===== config.mk =====
export PLATFORM = sky130hd
export DESIGN_NAME = analog_input_diag_record
export DESIGN_NICKNAME = d
export VERILOG_FILES = /design/src/design/analog_input_diag_record.v /design/src/design/us_ticker.v
export VERILOG_INCLUDE_DIRS = /design/src /design/src/design
export SDC_FILE = /design/constraint.sdc
export NUM_CORES = 1
export LEC_CHECK = 0
export BUFFER_PORTS_ARGS = -buffer_cell sky130_fd_sc_hd__buf_2
export CAP_MARGIN = 20
export CORE_AREA = 2 2 99 101
export CTS_BUF_LIST = sky130_fd_sc_hd__clkbuf_4 sky130_fd_sc_hd__clkbuf_8 sky130_fd_sc_hd__clkbuf_16
export DETAILED_ROUTE_END_ITERATION = 10
export DIE_AREA = 0 0 101 103
export PLACE_DENSITY = 0.78
export SLEW_MARGIN = 40
export SYNTH_ARGS = -nofsm -noshare
export SYNTH_HDL_FRONTEND = slang
export SYNTH_SLANG_ARGS = --single-unit

===== constraint.sdc =====
create_clock -name sys_clk -period 2.4 [get_ports sys_clk]
set_input_delay 0.12 -clock sys_clk [delete_from_list [all_inputs] [get_ports sys_clk]]
set_output_delay 0.12 -clock sys_clk [all_outputs]
set_load 0.05 [all_outputs]

===== src/design/diag_record_map.vh =====
// diagnostic record map: byte indices, field positions, constants, timing
// assumes byte-wide reads of the record by index
`ifndef DIAG_RECORD_MAP_VH
`define DIAG_RECORD_MAP_VH

// record byte indices
`define IDX_LEAD_0               8'h00
`define IDX_LEAD_1               8'h01
`define IDX_LEAD_2               8'h02
`define IDX_MODULE_INFORMATION   8'h03
`define IDX_RESERVED_C           8'h04
`define IDX_INTERNAL_DIAGNOSTIC  8'h05
`define IDX_CHANNEL_TYPE         8'h06
`define IDX_DIAG_BITS_PER_CHAN   8'h07
`define IDX_CHANNEL_COUNT        8'h08
`define IDX_CHANNEL_ERR_SUMMARY  8'h09
`define IDX_FIRST_CHANNEL_ERROR  8'h0A
`define IDX_SECOND_CHANNEL_ERROR 8'h0B
`define IDX_THIRD_CHANNEL_ERROR  8'h0C
`define IDX_FOURTH_CHANNEL_ERROR 8'h0D
`define IDX_FIRST_SPARE_ERROR    8'h0E
`define IDX_SECOND_SPARE_ERROR   8'h0F
`define IDX_THIRD_SPARE_ERROR    8'h10
`define IDX_LAST_SPARE_ERROR     8'h11
`define IDX_TIMESTAMP_GAP        8'h12
`define IDX_DIAG_TIMESTAMP       8'h13
`define IDX_DIAG_TIMESTAMP_1     8'h14
`define IDX_DIAG_TIMESTAMP_2     8'h15
`define IDX_DIAG_TIMESTAMP_3     8'h16

// module information fields
`define MODINFO_CLASS_ANALOG     4'h5
`define MODINFO_CHAN_PRESENT_BIT 4

// internal diagnostic fields
`define INTDIAG_BUF_OVF_BIT      3
`define INTDIAG_COMM_ERR_BIT     4

// channel type codes
`define CHTYPE_DIGITAL_IN        7'h70
`define CHTYPE_ANALOG_IN         7'h71
`define CHTYPE_DIGITAL_OUT       7'h72
`define CHTYPE_ANALOG_OUT        7'h73
`define CHTYPE_ANALOG_IO         7'h74
`define CHTYPE_COUNTER           7'h76

// fixed counts
`define DIAG_BITS_PER_CHAN       8'h08
`define CHANNEL_COUNT            8'h04

// channel error byte fields
`define CHANNEL_ERROR_SUMMARY_CONFIG_BIT         0
`define CHANNEL_ERROR_SUMMARY_UNDERFLOW_BIT      6
`define CHANNEL_ERROR_SUMMARY_OVERFLOW_BIT       7

// timing
`define SYS_CLK_PERIOD_NS        20
`define TICK_PERIOD_NS           1000

`endif


===== src/design/analog_input_diag_record.v =====
// read-only diagnostic record of a four-channel analog input module
// assumes error inputs come from logic on sys_clk; reads are byte-indexed
// error bytes follow live input levels, they are not sticky
`timescale 1ns/100ps
`default_nettype none
`include "diag_record_map.vh"

// How it works
// - module class 0101b in bits 3..0
// - bit 4 flags channel information present
// - bit 3 flags diagnostics buffer overflow
// - bit 4 flags internal communication error
// - channel type code 71h, bit 7 zero
// - diagnostic bits per channel reads 08h
// - channel count reads 04h
// - summary bit n for channel group n
// - error bit 0 flags configuration error
// - error bit 6 flags range underflow
// - error bit 7 flags range overflow
// - timestamp holds ticker at diagnostic event
// - ticker starts at zero from power-on
// - ticker wraps as a 32-bit count
module analog_input_diag_record #(
  parameter integer CHANNELS = 4,
  parameter integer TS_WIDTH = 32
) (
  // clock and reset
  input  wire                sys_clk,
  input  wire                rst_n,
  // error sources from measuring logic
  input  wire [CHANNELS-1:0] config_err,
  input  wire [CHANNELS-1:0] range_underflow,
  input  wire [CHANNELS-1:0] range_overflow,
  input  wire                diag_buf_overflow,
  input  wire                internal_comm_err,
  // record read port
  input  wire                rd_en,
  input  wire [7:0]          rd_index,
  output reg  [7:0]          rd_data,
  output reg                 rd_valid,
  // live state
  output reg                 diag_event,
  output wire [TS_WIDTH-1:0] us_ticks
);

  // record storage
  wire [7:0]          chan_err  [0:CHANNELS-1];
  wire [7:0]          chan_byte [0:3];
  reg                 buf_ovf_flag;
  reg                 comm_err_flag;
  reg  [TS_WIDTH-1:0] diag_timestamp;
  reg  [7:0]          ts_shadow [0:TS_WIDTH/8-1];
  reg  [7:0]          next_rd_data;

  // decode and event nets
  wire [7:0]          internal_diagnostic;
  wire [7:0]          module_information;
  wire [7:0]          channel_type;
  wire [7:0]          channel_error_summary;
  wire [CHANNELS-1:0] new_chan_err;
  wire [7:0]          next_internal;
  wire                new_internal;
  wire                raised;

  us_ticker #(
    .DIV   (`TICK_PERIOD_NS / `SYS_CLK_PERIOD_NS),
    .WIDTH (TS_WIDTH)
  ) ticker (
    .sys_clk   (sys_clk),
    .rst_n     (rst_n),
    .ticks     (us_ticks),
    .us_strobe ()
  );

  // constant bytes
  assign module_information = {3'b000, 1'b1, `MODINFO_CLASS_ANALOG};
  assign channel_type       = {1'b0, `CHTYPE_ANALOG_IN};

  // internal diagnostic byte from two live flags
  assign next_internal = {3'b000, internal_comm_err, diag_buf_overflow, 3'b000};
  assign new_internal  = |(next_internal & ~internal_diagnostic);
  assign internal_diagnostic = {3'b000, comm_err_flag, buf_ovf_flag, 3'b000};

  // buffer overflow flag
  always @(posedge sys_clk or negedge rst_n) begin
    if (!rst_n) begin
      buf_ovf_flag <= 1'b0;
    end else begin
      buf_ovf_flag <= diag_buf_overflow;
    end
  end

  // communication error flag
  always @(posedge sys_clk or negedge rst_n) begin
    if (!rst_n) begin
      comm_err_flag <= 1'b0;
    end else begin
      comm_err_flag <= internal_comm_err;
    end
  end

  // per-channel error bytes and summary
  genvar g;
  generate
    for (g = 0; g < CHANNELS; g = g + 1) begin : chan
      reg        cfg_flag;
      reg        under_flag;
      reg        over_flag;
      wire [7:0] next_err;
      assign next_err = {range_overflow[g], range_underflow[g], 5'b00000,
                         config_err[g]};
      assign chan_err[g] = {over_flag, under_flag, 5'b00000, cfg_flag};
      assign new_chan_err[g] = |(next_err & ~chan_err[g]);
      assign channel_error_summary[g] = |chan_err[g];

      // configuration error bit
      always @(posedge sys_clk or negedge rst_n) begin
        if (!rst_n) begin
          cfg_flag <= 1'b0;
        end else begin
          cfg_flag <= config_err[g];
        end
      end

      // underflow bit
      always @(posedge sys_clk or negedge rst_n) begin
        if (!rst_n) begin
          under_flag <= 1'b0;
        end else begin
          under_flag <= range_underflow[g];
        end
      end

      // overflow bit
      always @(posedge sys_clk or negedge rst_n) begin
        if (!rst_n) begin
          over_flag <= 1'b0;
        end else begin
          over_flag <= range_overflow[g];
        end
      end
    end
    if (CHANNELS < 8) begin : sum_pad
      assign channel_error_summary[7:CHANNELS] = {(8-CHANNELS){1'b0}};
    end
  endgenerate

  // four-entry channel view, zero past the last channel
  generate
    for (g = 0; g < 4; g = g + 1) begin : view
      if (g < CHANNELS) begin : live
        assign chan_byte[g] = chan_err[g];
      end else begin : absent
        assign chan_byte[g] = 8'h00;
      end
    end
  endgenerate

  // any newly raised error bit is a diagnostic event
  assign raised = new_internal | (|new_chan_err);

  // event pulse alongside the byte update
  always @(posedge sys_clk or negedge rst_n) begin
    if (!rst_n) begin
      diag_event <= 1'b0;
    end else begin
      diag_event <= raised;
    end
  end

  // ticker value of the event cycle
  always @(posedge sys_clk or negedge rst_n) begin
    if (!rst_n) begin
      diag_timestamp <= {TS_WIDTH{1'b0}};
    end else if (raised) begin
      diag_timestamp <= us_ticks;
    end
  end

  // read decode, one item per record byte
  always @* begin
    next_rd_data = 8'h00;
    case (rd_index)
      // leading bytes kept out of this block
      `IDX_LEAD_0: begin
        next_rd_data = 8'h00;
      end
      `IDX_LEAD_1: begin
        next_rd_data = 8'h00;
      end
      `IDX_LEAD_2: begin
        next_rd_data = 8'h00;
      end
      // fixed and live module bytes
      `IDX_MODULE_INFORMATION: begin
        next_rd_data = module_information;
      end
      `IDX_RESERVED_C: begin
        next_rd_data = 8'h00;
      end
      `IDX_INTERNAL_DIAGNOSTIC: begin
        next_rd_data = internal_diagnostic;
      end
      `IDX_CHANNEL_TYPE: begin
        next_rd_data = channel_type;
      end
      `IDX_DIAG_BITS_PER_CHAN: begin
        next_rd_data = `DIAG_BITS_PER_CHAN;
      end
      `IDX_CHANNEL_COUNT: begin
        next_rd_data = `CHANNEL_COUNT;
      end
      `IDX_CHANNEL_ERR_SUMMARY: begin
        next_rd_data = channel_error_summary;
      end
      // per-channel error bytes
      `IDX_FIRST_CHANNEL_ERROR: begin
        next_rd_data = chan_byte[0];
      end
      `IDX_SECOND_CHANNEL_ERROR: begin
        next_rd_data = chan_byte[1];
      end
      `IDX_THIRD_CHANNEL_ERROR: begin
        next_rd_data = chan_byte[2];
      end
      `IDX_FOURTH_CHANNEL_ERROR: begin
        next_rd_data = chan_byte[3];
      end
      // spare channel bytes read as zero
      `IDX_FIRST_SPARE_ERROR: begin
        next_rd_data = 8'h00;
      end
      `IDX_SECOND_SPARE_ERROR: begin
        next_rd_data = 8'h00;
      end
      `IDX_THIRD_SPARE_ERROR: begin
        next_rd_data = 8'h00;
      end
      `IDX_LAST_SPARE_ERROR: begin
        next_rd_data = 8'h00;
      end
      `IDX_TIMESTAMP_GAP: begin
        next_rd_data = 8'h00;
      end
      // timestamp, little-endian; upper bytes from the shadow
      `IDX_DIAG_TIMESTAMP: begin
        next_rd_data = diag_timestamp[7:0];
      end
      `IDX_DIAG_TIMESTAMP_1: begin
        next_rd_data = ts_shadow[1];
      end
      `IDX_DIAG_TIMESTAMP_2: begin
        next_rd_data = ts_shadow[2];
      end
      `IDX_DIAG_TIMESTAMP_3: begin
        next_rd_data = ts_shadow[3];
      end
      // everything else reads as zero
      default: begin
        next_rd_data = 8'h00;
      end
    endcase
  end

  // answer strobe one cycle after the request
  always @(posedge sys_clk or negedge rst_n) begin
    if (!rst_n) begin
      rd_valid <= 1'b0;
    end else begin
      rd_valid <= rd_en;
    end
  end

  // answer byte held until the next read
  always @(posedge sys_clk or negedge rst_n) begin
    if (!rst_n) begin
      rd_data <= 8'h00;
    end else if (rd_en) begin
      rd_data <= next_rd_data;
    end
  end

  // low timestamp byte freezes the upper bytes
  generate
    for (g = 0; g < TS_WIDTH / 8; g = g + 1) begin : shadow
      always @(posedge sys_clk or negedge rst_n) begin
        if (!rst_n) begin
          ts_shadow[g] <= 8'h00;
        end else if (rd_en && rd_index == `IDX_DIAG_TIMESTAMP) begin
          ts_shadow[g] <= diag_timestamp[8*g +: 8];
        end
      end
    end
  endgenerate

endmodule // analog_input_diag_record
`default_nettype wire


===== src/design/us_ticker.v =====
// free-running microsecond ticker with its one-microsecond strobe
// assumes a single system clock; counts from zero after reset
`timescale 1ns/100ps
`default_nettype none
`include "diag_record_map.vh"

module us_ticker #(
  parameter integer DIV   = `TICK_PERIOD_NS / `SYS_CLK_PERIOD_NS,
  parameter integer WIDTH = 32
) (
  // clock and reset
  input  wire             sys_clk,
  input  wire             rst_n,
  // ticker value
  output reg  [WIDTH-1:0] ticks,
  output reg              us_strobe
);

  localparam integer PW = (DIV > 1) ? $clog2(DIV) : 1;
  localparam integer  LAST_I = DIV - 1;
  localparam [PW-1:0] LAST   = LAST_I[PW-1:0];

  reg [PW-1:0] prescale;

  // one-cycle strobe every DIV system clocks
  always @(posedge sys_clk or negedge rst_n) begin
    if (!rst_n) begin
      prescale  <= {PW{1'b0}};
      us_strobe <= 1'b0;
    end else if (prescale == LAST) begin
      prescale  <= {PW{1'b0}};
      us_strobe <= 1'b1;
    end else begin
      prescale  <= prescale + 1'b1;
      us_strobe <= 1'b0;
    end
  end

  // natural binary wrap after all ones
  always @(posedge sys_clk or negedge rst_n) begin
    if (!rst_n) begin
      ticks <= {WIDTH{1'b0}};
    end else if (us_strobe) begin
      ticks <= ticks + 1'b1;
    end
  end

endmodule // us_ticker
`default_nettype wire


After elaboration in Yosys (flattened, before gate mapping). Index checks and enable logic that the tools add are counted.

Output and inout bits: 42. Flip-flop bits (word level): 119. Word-level logic and storage cells: 62.

Equal/unequal tests: 15. Bitwise operators: 11. Reduce and logical (&&, ||, !) cells: 7. Muxes and demuxes: 3. Add/subtract/negate cells: 2.

Operator list (number): $pmux W8 S14 (1); $eq A8 B4 Y1 const B (6); $add A32 B1 Y32 const B (1); $and A8 B8 Y8 (4); $eq A8 B5 Y1 const B (4); $not A8 Y8 (4); $reduce_or A32 Y1 (1); $eq A8 B3 Y1 const B (3); $reduce_or A3 Y1 (4); $and A5 B8 Y8 (1); $eq A8 B2 Y1 const B (1); $not A5 Y8 (1); $reduce_or A8 Y1 (1); $add A6 B1 Y6 const B (1); $eq A6 B6 Y1 const B (1); $mux W6 (1); $logic_and A1 B1 Y1 (1); $mux W1 (1); $or A1 B1 Y1 (1).

Depth between registers and ports, before layout.
Word-level depth: 4. Depth in mapped cells: 7.

Modules after synthesis. A second synthesis with hierarchy kept.

Cell total of the unflattened synthesis: 440. Area, all modules: 5457.7 µm².

By module, submodules not included: analog_input_diag_record (cells each 285, area each 3701.0 µm², instances 1); us_ticker (cells each 155, area each 1756.7 µm², instances 1).

Worst setup path before layout. Ideal clock, no wire load.

Kind: register -> register. Start point: register ticker.ticks[0]. End point: register ticker.ticks[30]. Period minus slack after synthesis: 2148 ps. Cell stages (with the launch flop): 7. Data arrival time: 2006 ps. Required time: 2258 ps. Slack: 252 ps. Setup time: 142 ps. Path buffers: 0. Cell sequence: dfrtp_1 ha_1 nand4_2 nor4_2 and3_1 nand4_1 xnor2_1.

Longest elaborated chain between the ends: 1.

RTL lines: start, declared (line us_ticker.v:15) `output reg [WIDTH-1:0] ticks,`; start signal, assigned (line us_ticker.v:42) `ticks <= {WIDTH{1'b0}};`; start signal, assigned (line us_ticker.v:44) `ticks <= ticks + 1'b1;`; $add A32 B1 Y32 (line us_ticker.v:44).

No other way between the ends. A chain may end at the register's enable or synchronous reset.

Final worst setup path. Same ends and word-level chain as after synthesis.

==> impl_metrics.ini <==
[grt]
grt_max_degree = 120
antenna_found_initial = 0
grtUsageTotal = 0.2415
grt_pass1_wl_mm = 18.83
grt_overflow = 0
grt_pass1_vias = 3655

[cells_and_area]
fin_util = 0.6705
final_common_cell = dfrtp_1
antenna_cells = 0
layout_common_cells = dfrtp_1, buf_2, mux2_2
areaGrowthSynthToFinish_pct = 21.59
nNetsFinal = 547
layout-drive-gt1-share = 0.2744

[sta]
max_freq_mhz = 467.5
fin_crit_sh = 0.8912
drv_slew = 0
finalSetupViolations = 0
worst_slew_pin_slew_ps = 670.0
hold_violations = 0
slew_headroom = 0.5533
whs_ps = 123.3
tns_ps = 0
finalCriticalPeriod_ps = 2139
finClkSkew_ps = 8.500
rsz0062_at_grt = false
setup_slack_ps = 261.0

[place]
pre_cts_ws_ps = 271.4
place_hpwl_mm = 8.057
place.gp.congestion = 0.8806
io_buffers = 66

[synthesis]
synth_seq_cells = 119
yosys.cell_types.count = 52
ys_seq_area_frac = 0.5709
synth_top_area_frac = 0.5709
synth_fp_nets = 456
syn_area_mm2 = 0.005216
netlist_top_cells_area = dfrtp_1, mux2_2, mux2_1
ys_dominant_reg_cell = dfrtp_1
avgSynthCellArea_um2 = 12.19
netlist.top_cell.by_area = dfrtp_1
synth_warnings = 0
ys_async_sr_fraction = 1.000
synth-edff-count = 0
syn_inst = 428

[power_and_ir_drop]
p_int_mw = 3.453
p_sw_frac = 0.2252
clockPowerShare = 0.495
combPwrFrac = 0.046
p_switching_mw = 1.004
seq_power_share = 0.459
p_leak_nw = 3.197
irDropWorstVdd_uv = 345.8
power_density_mw_per_mm2 = 702.7

[setup_path]
required_ps = 2800
cp.arrival_ps = 2540
crit_slowest_cell = nor4_2
cp_max_fo = 5
start_kind = register
crit_type = reg2reg
end_kind = register
regToRegSetupSlack_ps = 260
slowest_delay_ps = 580
path_cells = ha_1 > nand4_2 > nor4_2 > and3_1 > nand4_1 > xnor2_1

[run_status]
status = finished, final reports clean

[floorplan]
io_pins = 67
initial_core_util = 0.5515
dieArea_mm2 = 0.01040
die_h_um = 103
core_area_mm2 = 0.009459
rows = 36
die_w_um = 101

[clock_tree]
clkTransAtPathRegs_ps = 60
cts_buffers = 17
cts_root_buf = clkbuf_8
htreeDepth = 4
cts_resized = 0
cts_buffer_depth = 2
worst_skew_pair.late_latency_ps = 520
clock_sinks = 119
cts_tree = built

[drt]
vias = 3654
antenna_left = 0
drt_iter0_drc = 200
post_drt_wl_per_cell_um = 18.34
route.detailed.drc = 0
dr.pass1.iters = 4
viasPerCell = 5.656
drt_wl_total_mm = 11.85

[run]
drv_cap = 0

[min_path]
hp-class = in2reg
-- what timing repair did --
action	in CTS	in global routing
hold endpoints to repair	135	0
setup buffers	0	0
hold buffers	16	0
-- metal layers --
| metal | GRT usage | part of all wire |
|---|---|---|
| met1 | 0.3101 | 0.43 |
| met4 | 0.1019 | 0.018 |
| met2 | 0.4000 | 0.50 |
| met5 | 0 | 0 |
| met3 | 0.05356 | 0.046 |
-- per-stage QoR --
step / cell area, um2 / std cells / total power [mW]
3_3_place_gp: 5658 / 598 / 2.263
4_1_cts: 6342 / 646 / 4.487
6_report: 6342 / 646 / 4.457
3_5_place_dp: 5658 / 598 / 2.267
5_1_grt: 6342 / 646 / 4.599
2_1_floorplan: 5216 / 428 / 2.164
-- registers in the layout (all words and copies together) (netlist names) --
name	flops
buf_ovf_flag	1
chan.cfg_flag	4
chan.over_flag	4
chan.under_flag	4
comm_err_flag	1
diag_event	1
diag_timestamp	32
rd_data	8
rd_valid	1
ticker.prescale	6
ticker.ticks	32
ticker.us_strobe	1
ts_shadow	24
-- worst max-delay path, delay by kind of cell, from the launching register on --
kind | cells | cell delay (ps)
flip-flops | 1 | 430
AND/OR/NAND/NOR | 4 | 1240
adder cells (fa/ha/maj) | 1 | 210
XOR/XNOR | 1 | 150
-- power by group through the flow --
stage                     sequential, mW  combinational [mW]  clock (mW)
after floorplan                     2.10              0.0661           0
after global placement              2.08               0.184           0
after detailed placement            2.08               0.187           0
after CTS                           2.05               0.208        2.23
after global routing                2.05               0.229        2.32
final                               2.05               0.206        2.21
-- layout make-up --
class | instances | area [um2]
repair buffers | 89 | 558.0
multi-input cells | 271 | 2061
fillers | 694 | 3117
clock buffers | 23 | 471.7
flip-flops and latches | 119 | 2978
well taps | 114 | 142.6
clock inverters | 9 | 52.55
inverters | 21 | 78.83
-- final timing paths --
check | startpoint | depth (start not counted) | endpoint
hold reg to reg | diag_timestamp[20] | 1 | ts_shadow[12]
setup reg to reg | ticker.ticks[0] | 6 | ticker.ticks[30]
max in group asynchronous | rst_n | 3 | diag_timestamp[8]
hold / removal | rd_index[4] | 5 | rd_data[5]
setup / recovery | ticker.ticks[0] | 6 | ticker.ticks[30]
min in group asynchronous | rst_n | 3 | chan[0].under_flag
-- cells by family (layout without fill, tap and decap cells) --
logic type / after synthesis / after routing / synth area share
simple gates: 117 / 117 / 0.1199
compound gates: 51 / 51 / 0.07052
mux: 64 / 64 / 0.1370
fa+ha+maj: 3 / 3 / 0.007197
flops: 119 / 119 / 0.5709
xor+xnor: 36 / 36 / 0.06045
buf+inv: 38 / 142 / 0.03406
-- synth_stat cells, types with 5 or more instances --
cell type,instances
a21oi_1,9
and3_1,7
buf_2,10
dfrtp_1,119
inv_1,21
mux2_1,24
mux2_2,35
mux2i_1,5
nand2_1,27
nand3_1,18
nand4_1,11
nor2_1,23
nor2b_1,5
o22ai_1,5
xnor2_1,24
xor2_1,12
Note: power is estimated with default switching activity, not from simulation.
